<file path="src/pkg/array_ctrl_pkg.sv">
// constants for the logic array control block
package array_ctrl_pkg;
    localparam int          ADDR_W      = 32;
    localparam int          DATA_W      = 32;
    localparam int          ELEM_N      = 16;
    localparam int          SEL_W       = 4;
    localparam int          CLK_SEL_W   = 3;
    localparam int          FB_W        = 2;

    localparam logic [31:0] OFF_CLOCK_SELECT = 32'hFFFF0B40;
    localparam logic [31:0] OFF_IRQ_ROUTE    = 32'hFFFF0B44;
    localparam logic [31:0] OFF_CONV_TRIGGER = 32'hFFFF0B48;
    localparam logic [31:0] OFF_INPUT_WORD   = 32'hFFFF0B4C;
    localparam logic [31:0] OFF_OUTPUT_WORD  = 32'hFFFF0B50;
    localparam logic [31:0] OFF_CONFIG_LOCK  = 32'hFFFF0B54;
    localparam logic [31:0] OFF_EVENT_STATUS = 32'hFFFF0B58;
    localparam logic [31:0] OFF_EVENT_MASK   = 32'hFFFF0B5C;
    localparam logic [31:0] OFF_ELEM_BASE    = 32'hFFFF0B60;

    localparam int B1_CLK_LSB   = 4;
    localparam int B0_CLK_LSB   = 0;
    localparam int ARRAY_INTERRUPT_SECOND_SRC_LSB = 8;
    localparam int ARRAY_INTERRUPT_SECOND_EN_BIT  = 12;
    localparam int ARRAY_INTERRUPT_FIRST_SRC_LSB = 0;
    localparam int ARRAY_INTERRUPT_FIRST_EN_BIT  = 4;
    localparam int CONV_EN_BIT  = 4;
    localparam int CONV_SRC_LSB = 0;
    localparam int LOCK_BIT     = 0;
    localparam int FB_EVEN_LSB  = 9;
    localparam int FB_ODD_LSB   = 7;
    localparam int ELEM_CFG_W   = 11;
    localparam int EV_W         = 3;

    localparam logic [7:0]  CLOCK_SELECT_RST = 8'h00;
    localparam logic [12:0] IRQ_ROUTE_RST    = 13'h0000;
    localparam logic [4:0]  CONV_TRIGGER_RST = 5'h00;
    localparam logic [15:0] INPUT_WORD_RST   = 16'h0000;
    localparam logic [10:0] ELEM_CFG_RST     = 11'h000;
    localparam logic [2:0]  EV_RST           = 3'h0;

    localparam logic [2:0] CLK_PIN5    = 3'h0;
    localparam logic [2:0] CLK_PIN0    = 3'h1;
    localparam logic [2:0] CLK_PIN7    = 3'h2;
    localparam logic [2:0] CLK_CORE    = 3'h3;
    localparam logic [2:0] CLK_CRYSTAL = 3'h4;
    localparam logic [2:0] CLK_TIMER1  = 3'h5;

    localparam int GPIO_CLK_MAX_MHZ = 44;

    localparam int EV_ARRAY_INTERRUPT_FIRST = 0;
    localparam int EV_ARRAY_INTERRUPT_SECOND = 1;
    localparam int EV_CONV = 2;
endpackage : array_ctrl_pkg

</file>
<file path="src/programmable_logic_array_ctrl.sv">
// control and register logic around the sixteen-element logic array
//
// Local design decision: the plain strobed port.
`timescale 1ns/100ps
`default_nettype none

// Contract
// - block 1 clock from bits 6:4
// - block 0 clock from bits 2:0
// - bit 12 enables second interrupt from 11:8
// - bit 4 enables first interrupt from 3:0
// - conversion trigger element gated by bit 4
// - input word bit n feeds element n
// - output word shows element outputs
// - output word refreshed every cycle
// - lock bit accepts one write only
// - lock freezes all but input word, event status and event mask
// - even feedback select bits 10:9
// - odd feedback select bits 8:7
module programmable_logic_array_ctrl
    import array_ctrl_pkg::*;
(
    input  wire logic                  clk_sys,
    input  wire logic                  rst,
    input  wire logic [ADDR_W-1:0]     addr,
    input  wire logic [DATA_W-1:0]     wdata,
    input  wire logic                  wr,
    input  wire logic                  rd,
    output logic      [DATA_W-1:0]     rdata,
    input  wire logic                  port0_pin5,
    input  wire logic                  port0_pin0,
    input  wire logic                  port0_pin7,
    input  wire logic                  crystal_32k_clock,
    input  wire logic                  timer1_overflow,
    input  wire logic [ELEM_N-1:0]     element_out,
    output logic      [ELEM_N-1:0]     element_sw_in,
    output logic      [ELEM_N-1:0]     fb_even,
    output logic      [ELEM_N-1:0]     fb_odd,
    output logic                       block0_clk_en,
    output logic                       block1_clk_en,
    output logic                       array_interrupt_first,
    output logic                       array_interrupt_second,
    output logic                       conv_start,
    output logic                       irq
);

    // the array runs in this clock domain, so element outputs need no sync
    logic [7:0]            clock_select_q;
    logic [12:0]           irq_route_q;
    logic [4:0]            conv_trigger_q;
    logic [15:0]           input_word_q;
    logic                  lock_q;
    logic                  lock_written_q;
    logic [ELEM_CFG_W-1:0] elem_cfg_q [ELEM_N];
    logic [ELEM_N-1:0]     out_word_q;
    logic [EV_W-1:0]       ev_status_q;
    logic [EV_W-1:0]       ev_mask_q;
    logic [EV_W-1:0]       ev_level_q;
    logic [EV_W-1:0]       ev_now;
    logic [2:0]            ext_s1_q;
    logic [2:0]            ext_s2_q;
    logic [2:0]            ext_s3_q;
    logic [1:0]            slow_s1_q;
    logic [1:0]            slow_s2_q;
    logic [1:0]            slow_s3_q;
    logic [DATA_W-1:0]     rdata_q;
    logic                  cfg_ok;

    function automatic logic elem_pick(input logic [ELEM_N-1:0] v,
                                       input logic [SEL_W-1:0]  s);
        elem_pick = v[s];
    endfunction : elem_pick

    // rising edge of a selected clock source, one core cycle wide
    function automatic logic clk_pick(input logic [2:0] sel,
                                      input logic [2:0] rise,
                                      input logic [1:0] srise);
        unique case (sel)
            CLK_PIN5:    clk_pick = rise[0];
            CLK_PIN0:    clk_pick = rise[1];
            CLK_PIN7:    clk_pick = rise[2];
            CLK_CORE:    clk_pick = 1'b1;
            CLK_CRYSTAL: clk_pick = srise[0];
            CLK_TIMER1:  clk_pick = srise[1];
            default:     clk_pick = 1'b0;
        endcase
    endfunction : clk_pick

    assign cfg_ok = wr && !lock_q;

    always_ff @(posedge clk_sys)
    begin
        if (rst)
        begin
            ext_s1_q  <= 3'h0;
            ext_s2_q  <= 3'h0;
            ext_s3_q  <= 3'h0;
            slow_s1_q <= 2'h0;
            slow_s2_q <= 2'h0;
            slow_s3_q <= 2'h0;
        end
        else
        begin
            ext_s1_q  <= {port0_pin7, port0_pin0, port0_pin5};
            ext_s2_q  <= ext_s1_q;
            ext_s3_q  <= ext_s2_q;
            slow_s1_q <= {timer1_overflow, crystal_32k_clock};
            slow_s2_q <= slow_s1_q;
            slow_s3_q <= slow_s2_q;
        end
    end

    // pin clocks are resampled, so only rates well below clk_sys/2 pass
    always_comb
    begin
        block1_clk_en = clk_pick(clock_select_q[B1_CLK_LSB +: CLK_SEL_W],
                                 ext_s2_q & ~ext_s3_q,
                                 slow_s2_q & ~slow_s3_q);
        block0_clk_en = clk_pick(clock_select_q[B0_CLK_LSB +: CLK_SEL_W],
                                 ext_s2_q & ~ext_s3_q,
                                 slow_s2_q & ~slow_s3_q);
    end

    always_ff @(posedge clk_sys)
    begin
        if (rst)
            clock_select_q <= CLOCK_SELECT_RST;
        else if (cfg_ok && addr == OFF_CLOCK_SELECT)
            clock_select_q <= wdata[7:0];
    end

    always_ff @(posedge clk_sys)
    begin
        if (rst)
            irq_route_q <= IRQ_ROUTE_RST;
        else if (cfg_ok && addr == OFF_IRQ_ROUTE)
            irq_route_q <= wdata[12:0];
    end

    always_ff @(posedge clk_sys)
    begin
        if (rst)
            conv_trigger_q <= CONV_TRIGGER_RST;
        else if (cfg_ok && addr == OFF_CONV_TRIGGER)
            conv_trigger_q <= wdata[4:0];
    end

    always_ff @(posedge clk_sys)
    begin
        if (rst)
            input_word_q <= INPUT_WORD_RST;
        else if (wr && addr == OFF_INPUT_WORD)
            input_word_q <= wdata[15:0];
    end

    always_ff @(posedge clk_sys)
    begin
        if (rst)
        begin
            lock_q         <= 1'b0;
            lock_written_q <= 1'b0;
        end
        else if (wr && addr == OFF_CONFIG_LOCK && !lock_written_q)
        begin
            lock_q         <= wdata[LOCK_BIT];
            lock_written_q <= 1'b1;
        end
    end

    genvar g;
    generate
        for (g = 0; g < ELEM_N; g++)
        begin : g_elem
            localparam logic [31:0] ELEM_OFF =
                OFF_ELEM_BASE + 32'(4 * g);
            localparam int EV_BASE  = (g < 8) ? 0 : 8;
            localparam int EV_ZERO  =
                (g == 0) ? 15 : (g < 8) ? 0 : (g == 8) ? 7 : 8;
            logic [FB_W-1:0] se;
            logic [FB_W-1:0] so;

            always_ff @(posedge clk_sys)
            begin
                if (rst)
                    elem_cfg_q[g] <= ELEM_CFG_RST;
                else if (cfg_ok && addr == ELEM_OFF)
                    elem_cfg_q[g] <= wdata[ELEM_CFG_W-1:0];
            end

            assign se = elem_cfg_q[g][FB_EVEN_LSB +: FB_W];
            assign so = elem_cfg_q[g][FB_ODD_LSB +: FB_W];
            assign fb_even[g] = (se == 2'h0) ? element_out[EV_ZERO]
                              : element_out[EV_BASE + 2 * int'(se)];
            assign fb_odd[g] = element_out[EV_BASE + 1 + 2 * int'(so)];
        end
    endgenerate

    assign element_sw_in = input_word_q;

    assign array_interrupt_first = irq_route_q[ARRAY_INTERRUPT_FIRST_EN_BIT] &&
        elem_pick(element_out, irq_route_q[ARRAY_INTERRUPT_FIRST_SRC_LSB +: SEL_W]);
    assign array_interrupt_second = irq_route_q[ARRAY_INTERRUPT_SECOND_EN_BIT] &&
        elem_pick(element_out, irq_route_q[ARRAY_INTERRUPT_SECOND_SRC_LSB +: SEL_W]);
    assign conv_start = conv_trigger_q[CONV_EN_BIT] &&
        elem_pick(element_out, conv_trigger_q[CONV_SRC_LSB +: SEL_W]);

    always_ff @(posedge clk_sys)
    begin
        if (rst)
            out_word_q <= '0;
        else
            out_word_q <= element_out;
    end

    assign ev_now = {conv_start, array_interrupt_second,
                     array_interrupt_first};

    // status catches rising edges; a new edge beats a clear
    always_ff @(posedge clk_sys)
    begin
        if (rst)
        begin
            ev_level_q  <= EV_RST;
            ev_status_q <= EV_RST;
        end
        else
        begin
            ev_level_q <= ev_now;
            if (wr && addr == OFF_EVENT_STATUS)
                ev_status_q <= (ev_status_q & ~wdata[EV_W-1:0])
                             | (ev_now & ~ev_level_q);
            else
                ev_status_q <= ev_status_q | (ev_now & ~ev_level_q);
        end
    end

    always_ff @(posedge clk_sys)
    begin
        if (rst)
            ev_mask_q <= EV_RST;
        else if (wr && addr == OFF_EVENT_MASK)
            ev_mask_q <= wdata[EV_W-1:0];
    end

    assign irq = |(ev_status_q & ev_mask_q);

    always_ff @(posedge clk_sys)
    begin
        if (rst)
            rdata_q <= '0;
        else if (rd)
        begin
            rdata_q <= '0;
            if (addr == OFF_CLOCK_SELECT)
                rdata_q <= {24'h000000, clock_select_q};
            else if (addr == OFF_IRQ_ROUTE)
                rdata_q <= {19'h00000, irq_route_q};
            else if (addr == OFF_CONV_TRIGGER)
                rdata_q <= {27'h0000000, conv_trigger_q};
            else if (addr == OFF_INPUT_WORD)
                rdata_q <= {16'h0000, input_word_q};
            else if (addr == OFF_OUTPUT_WORD)
                rdata_q <= {16'h0000, out_word_q};
            else if (addr == OFF_EVENT_STATUS)
                rdata_q <= {29'h00000000, ev_status_q};
            else if (addr == OFF_EVENT_MASK)
                rdata_q <= {29'h00000000, ev_mask_q};
            else
                for (int i = 0; i < ELEM_N; i++)
                    if (addr == OFF_ELEM_BASE + 32'(4 * i))
                        rdata_q <= {21'h000000, elem_cfg_q[i]};
        end
        else
            rdata_q <= '0;
    end

    assign rdata = rdata_q;

endmodule : programmable_logic_array_ctrl

`default_nettype wire
</file>
<file path="config.mk">
export PLATFORM = sky130hd
export DESIGN_NAME = programmable_logic_array_ctrl
export DESIGN_NICKNAME = d
export VERILOG_FILES = /design/src/pkg/array_ctrl_pkg.sv /design/src/programmable_logic_array_ctrl.sv
export SDC_FILE = /design/constraint.sdc
export NUM_CORES = 1
export LEC_CHECK = 0
export ABC_AREA = 1
export ABC_CLOCK_PERIOD_IN_PS = 7500
export BUFFER_PORTS_ARGS = -buffer_cell sky130_fd_sc_hd__buf_2
export CORE_MARGIN = 3
export CORE_UTILIZATION = 30
export CTS_CLUSTER_DIAMETER = 200
export DETAILED_ROUTE_END_ITERATION = 8
export SYNTH_ARGS = -nofsm -noshare
export SYNTH_HDL_FRONTEND = slang
export SYNTH_SLANG_ARGS = --single-unit
</file>
<file path="constraint.sdc">
create_clock -name clk_sys -period 7.5 [get_ports clk_sys]
set_input_delay 0.375 -clock clk_sys [delete_from_list [all_inputs] [get_ports clk_sys]]
set_output_delay 0.375 -clock clk_sys [all_outputs]
set_load 0.02 [all_outputs]
</file>
==> run metrics, run 1 <==
status finished, final reports clean; Row Count 77; via/cell ratio 5.22; most frequent cells in the layout nor2_1 (316), nand2_1 (208), a21oi_1 (188), edfxtp_1 (176), o21ai_0 (160); Lkg Pwr 6.48 nW; most frequent CP cell nand2_1; fin nets 1873; Synth async-reset ratio 0%; Worst Hold Class primary input to flip-flop; number of cells on the worst reg-to-reg path 6; DRC viols 0; Clock Pin Slew Worst Setup and Hold Paths 0.06 ns; area post-placement 15000 um^2; placed cells 2339; Detail Route met2 WL 21100 um; wire length on met1 19600 um; drt pass-1 iters 6; Syn-to-layout area delta 16.2%; Initial Utilization 30.7%; Arr. time, crit path 4.58 ns; CTS resizes 0; WP data required 7.97 ns; Worst Hold Depth 3; top_reg_cell synth edfxtp_1; Synth cell types 47; via count 12535; Mapped Cells 1666; # IOs 175; clock buffer depth 3; DR top layer met5; max-cap violations 0; TNS Setup 0 ns; Final Hold Vio Count 0; Mapped Area 13800 um^2; Worst Tran Pin Value 1.21 ns; RePlAce Congestion 0.902; Slowest Stage Delay on Critical Path 0.59 ns; Overflow after GRT 0; layout cells sized above 1 15.2%; All-Layer GR Usage 18.5%; wirelength, routed 46500 um; I/O Buffers 142; yosys warns 0; crit path max fanout 24; Power Dens Cells 210 nW/um^2; most common cell after layout, fill and taps aside nor2_1; Max Slew Vio Count 0; Die W 220 um; multi-input logic area 5480 um^2; area of the core 44800 um^2; vias in the first global route 11582; TritonCTS clock tree done; met3 WL 3930 um; Root Buffer clkbuf_16; final instance area 16000 um^2; H-tree Lvls 1; Storage cell area 7290 um^2; Avg Cell Area, Syn 8.27 um^2; full die area 48500 um^2; Seq/Total Area, Yosys 52.9%; Max-slew headroom 19.4%; Fillers 4611; hpwl dp 32300 um; Tcrit/Tclk final 54.8%; crit path kind primary input to flip-flop; Routed Antenna Nets 0; f_max 0.243 GHz; final core occ 35.7%; Hold Worst Slack 0.0415 ns; Tmin final 4.11 ns; DR iter-0 viols 1441; Post-synth EDFFs 176; initial antenna violation count 4; routed len/inst 19.4 um; critical path capture point type flip-flop; Max VDD drop 144 uV; Slowest cell on crit path nand2_1; worst skew pair latency 0.58 ns; Startpoint Class primary input; Setup Viol. Count Final 0; first-pass GRT wire length 68700 um; total CTS buffers 30; Finished Layout Cells 2400; largest net degree at the start of global routing 81; DIE HEIGHT 220 um; RSZ-0062 raised after global routing no; clk sink count 276; Yosys reg bits 276; clk_skew 0.0188 ns
## synth_stat cells (all sizes together) (4+ instances only)
master	number	area (um^2)
buf	22	150
o221ai	6	52.6
nand4	23	159
o211ai	43	323
edfxtp	176	5290
a21oi	188	941
clkbuf	78	293
inv	154	583
o22ai	6	37.5
nand3	64	325
o21ai	160	801
a211oi	6	45.0
nor2	333	1350
nand2	214	833
or2	20	125
clkinv	12	45.0
a311oi	4	35.0
dfxtp	100	2000
o2111ai	5	43.8
nor4	9	77.6
nor3	27	146
## flip-flops by register name, summed over array words and instances (netlist names), 5 cells and up
| name | cells |
|---|---|
| rdata | 16 |
| conv_trigger_q | 5 |
| elem_cfg_q | 176 |
| element_sw_in | 16 |
| out_word_q | 16 |
| irq_route_q | 13 |
| clock_select_q | 8 |
## power breakdown
part | switching, mW | internal [mW]
sequential | 0.0271 | 1.67
clock | 0.627 | 0.791
combinational | 0.192 | 0.0609
total | 0.847 | 2.52
## area by class of cell
type	count	share of cell area (%)
sequential	276	45.5
multi-input combinational	1139	34.2
timing repair buffer	171	5.88
clock buffer	38	5.01
tap	592	4.63
inverter	166	3.93
clock inverter	16	0.766
antenna	2	0.0313
## what timing repair did
item                      CTS  global route
hold buffers                5             0
buffers inserted            0             0
hold endpoints to repair    5             0
## cells by family after synthesis
logic type | count (synthesis) | share of synthesized area (%)
AO/OA/AOI/OAI | 431 | 17.3
buffers and inverters | 266 | 7.78
flip-flops | 276 | 52.9
other | 1 | 0.0272
AND/OR/NAND/NOR | 692 | 22.0
## through the flow
stage | power (mW) | setup WS [ns]
floorplan | 1.86 | 4.62
global placement | 1.97 | 2.91
detailed placement | 1.98 | 2.90
CTS | 3.39 | 3.52
global route | 3.46 | 2.92
finish | 3.37 | 3.39
## per-layer routing
metal / GRT usage, % / up-vias
met5: 0 / -
met4: 7.36 / 2
met3: 2.54 / 120
met2: 30.1 / 582
met1: 24.9 / 5948
li1: - / 5883
## worst paths after layout
kind | startpoint | end | slack, ns
worst max-delay path | addr[15] | rdata[1] | 3.39
worst min-delay path | wdata[15] | element_sw_in[15] | 0.04
worst max register to register | lock_q | irq_route_q[9] | 3.88
worst min register to register | ext_s1_q[1] | ext_s2_q[1] | 0.40
## worst max-delay path, delay by kind of cell
kind	cells	cell delay (ns)
buf+inv	3	0.45
simple gates	27	3.76
Power figures use the tool's default switching activity.
==> run 2, diff against run 1 <==
--- a/config.mk
+++ b/config.mk
@@ -5,8 +5,8 @@
 export SDC_FILE = /design/constraint.sdc
 export NUM_CORES = 1
 export LEC_CHECK = 0
-export ABC_AREA = 1
-export ABC_CLOCK_PERIOD_IN_PS = 7500
+export ABC_AREA = 0
+export ABC_CLOCK_PERIOD_IN_PS = 3950
 export BUFFER_PORTS_ARGS = -buffer_cell sky130_fd_sc_hd__buf_2
 export CORE_MARGIN = 3
 export CORE_UTILIZATION = 30
==> constraint.sdc (replaced) <==
create_clock -name clk_sys -period 3.95 [get_ports clk_sys]
set_input_delay 0.1975 -clock clk_sys [delete_from_list [all_inputs] [get_ports clk_sys]]
set_output_delay 0.1975 -clock clk_sys [all_outputs]
set_load 0.02 [all_outputs]
==> run metrics, run 2 <==
H-tree Lvls 1 (unchanged); cell taking the most area after synthesis edfxtp_1; Tcrit/Tclk final 72.3%; max FFs per register 176 (unchanged); Slowest Stage Delay on Critical Path 0.95 ns (+0.36 ns); Worst Tran Pin Value 1.00 ns (-0.205 ns); yosys warns 0 (unchanged); Yosys reg bits 276 (unchanged); Top reg by flops elem_cfg_q; first-pass GRT wire length 77000 um (+12%); most common cell after layout, fill and taps aside edfxtp_1; wirelength, routed 52500 um (+13%); RSZ-0062 raised after global routing no; total CTS buffers 30 (unchanged); Slowest cell on crit path or4_1; Storage cell area 7290 um^2 (unchanged); Tmin final 2.85 ns; Overflow after GRT 0 (unchanged); # IOs 175 (unchanged); largest net degree at the start of global routing 111 (+37%); Root Buffer clkbuf_16; Max Slew Vio Count 0 (unchanged); Routed Antenna Nets 0 (unchanged); Startpoint Class primary input; initial antenna violation count 1 (-3); Mapped Area 13900 um^2 (+0.83%); via count 11644 (-7.1%); final instance area 16400 um^2 (+2.3%); Final Worst Setup Slack 1.10 ns (-2.29 ns); Fillers 4432 (-3.9%); Mapped Cells 1287 (-23%); hpwl dp 36200 um (+12%); Final Hold Vio Count 0 (unchanged); via/cell ratio 5.73 (+9.7%); Arr. time, crit path 3.30 ns (-1.28 ns); R2R Setup Slk 1.41 ns (-2.47 ns); layout cells sized above 1 22.7% (+7.5 points); WP data required 4.39 ns (-3.58 ns); max-cap violations 0 (unchanged); All-Layer GR Usage 20.6% (+2.1 points); area of the core 45600 um^2 (+1.7%); Row Count 78 (+1.3%); Setup Viol. Count Final 0 (unchanged); pre-CTS setup slack 0.543 ns (-2.36 ns); CP endpoint rdata[1]; vias in the first global route 11393 (-1.6%); # Post-CTS Setup Buffers 0 (unchanged); Pint 4.94 mW (+96%); hold buffers post-CTS 11 (+6); Initial Utilization 30.5% (-0.27 points); worst skew pair latency 0.58 ns (about the same); share of power burned in registers 48.9% (-1.5 points); largest cells by area after synthesis edfxtp_1 (38%), dfxtp_1 (14%), mux4_2 (8.6%); Post-synth EDFFs 176 (unchanged); Lkg Pwr 6.23 nW (-3.8%); Synth async-reset ratio 0% (unchanged); crit path launch addr[15]; TNS Setup 0 ns (unchanged); CTS resizes 0 (unchanged); full die area 48900 um^2 (+0.80%); DRC viols 0 (unchanged); most common cell in the netlist edfxtp_1; clk_skew 0.0225 ns (+0.00371 ns); Power Dens Cells 402 nW/um^2 (+91%); RePlAce Congestion 0.934 (+3.6%); fin nets 1499 (-20%); Max-slew headroom 33.1% (+14 points); top_reg_cell synth edfxtp_1; Worst Hold Class primary input to flip-flop; DIE HEIGHT 221 um (+0.40%); number of diodes 0 (-2); area post-placement 15300 um^2 (+1.8%); f_max 0.350 GHz; Hold Worst Slack 0.0420 ns (+0.000414 ns); TritonCTS clock tree done; critical path, cell by cell buf_2 > nand4b_1 > or4_1 > nor4_1 > a222oi_1 > a311oi_1 > a2111oi_0 > a211oi_1; clock buffer depth 3 (unchanged); multi-input logic area 6040 um^2 (+10%); Synth top cells by count edfxtp_1 (176), nand2_1 (142), and3_1 (112); number of cells on the worst reg-to-reg path 6 (unchanged); clock power share 42.2% (about the same); Die W 221 um (+0.40%); DR iter-0 viols 1583 (+9.9%); Worst R2R Start elem_cfg_q[0][37]; sw frac 24.9% (-0.24 points); Syn-to-layout area delta 17.9%; Worst R2R End rdata[4]; Clock Pin Slew Worst Setup and Hold Paths 0.06 ns (about the same); Max VDD drop 313 uV (+120%); status finished, final reports clean; Synth cell types 72 (+53%); Synth top area share 38.1% (-0.31 points); routed len/inst 25.8 um (+33%); most frequent cells in the layout edfxtp_1 (176), nand2_1 (142), buf_2 (141), and3_1 (112), dfxtp_1 (100); critical path capture point type flip-flop; Seq/Total Area, Yosys 52.5% (-0.43 points); total power 6.58 mW (+96%); I/O Buffers 142 (unchanged); clk sink count 276 (unchanged); Avg Cell Area, Syn 10.8 um^2 (+31%); crit path max fanout 11 (-54%); drt pass-1 iters 8 (+2); net switching power 1.64 mW (+94%); combinational share of power 8.9% (+1.4 points); crit path kind primary input to flip-flop
## run 2: area by class of cell
| cell class | instances | area share (%) |
|---|---|---|
| tap | 600 | 4.58 |
| inverter | 12 | 0.275 |
| timing repair buffer | 213 | 7.86 |
| sequential | 276 | 44.5 |
| multi-input combinational | 877 | 36.9 |
| clock inverter | 14 | 0.657 |
| clock buffer | 40 | 5.26 |
## run 2: how the worst min path moves through the flow
| stage | start | end | slack (ns) | cells past startpoint |
|---|---|---|---|---|
| floorplan | port0_pin5 | ext_s1_q[0] | 0.33 | 1 |
| global placement | port0_pin7 | ext_s1_q[2] | 0.41 | 2 |
| detailed placement | port0_pin7 | ext_s1_q[2] | 0.41 | 2 |
| CTS | element_out[10] | out_word_q[10] | 0.02 | 2 |
| global route | element_out[0] | out_word_q[0] | 0.03 | 2 |
| finish | element_out[0] | out_word_q[0] | 0.04 | 2 |
## run 2: logic make-up after synthesis
family / count (synthesis) / synth area share [%]
AND/OR/NAND/NOR: 533 / 20.7
other: 1 / 0.0270
flip-flops: 276 / 52.5
buffers and inverters: 149 / 4.63
AO/OA/AOI/OAI: 258 / 12.3
multiplexers: 70 / 9.87
## run 2: routing by layer
metal | wire length, um | GRT usage (%) | vias to the layer above
met5 | 13 | 0 | -
met4 | 2080 | 7.48 | 2
met3 | 5600 | 4.44 | 129
met2 | 23700 | 32.3 | 767
met1 | 21100 | 28.2 | 5715
li1 | - | - | 5031
## run 2: power by group through the flow
stage | clock network (mW) | registers (mW) | logic (mW)
2_1_floorplan | 0 | 3.26 | 0.333
3_3_place_gp | 0 | 3.28 | 0.563
3_5_place_dp | 0 | 3.28 | 0.568
4_1_cts | 2.80 | 3.22 | 0.578
5_1_grt | 2.91 | 3.23 | 0.610
6_report | 2.78 | 3.22 | 0.583
## run 2: metrics by stage
step / instances / utilization (%)
after floorplan: 1302 / -
after global placement: 1967 / 33.6
after detailed placement: 1967 / 33.6
after CTS: 2032 / 35.9
after global routing: 2032 / 35.9
final: 2032 / 35.9
## run 2: critical path, delay by kind of cell
| kind | cells | cell delay (ns) |
|---|---|---|
| simple gates | 3 | 1.82 |
| buf+inv | 1 | 0.09 |
| compound gates | 4 | 1.17 |
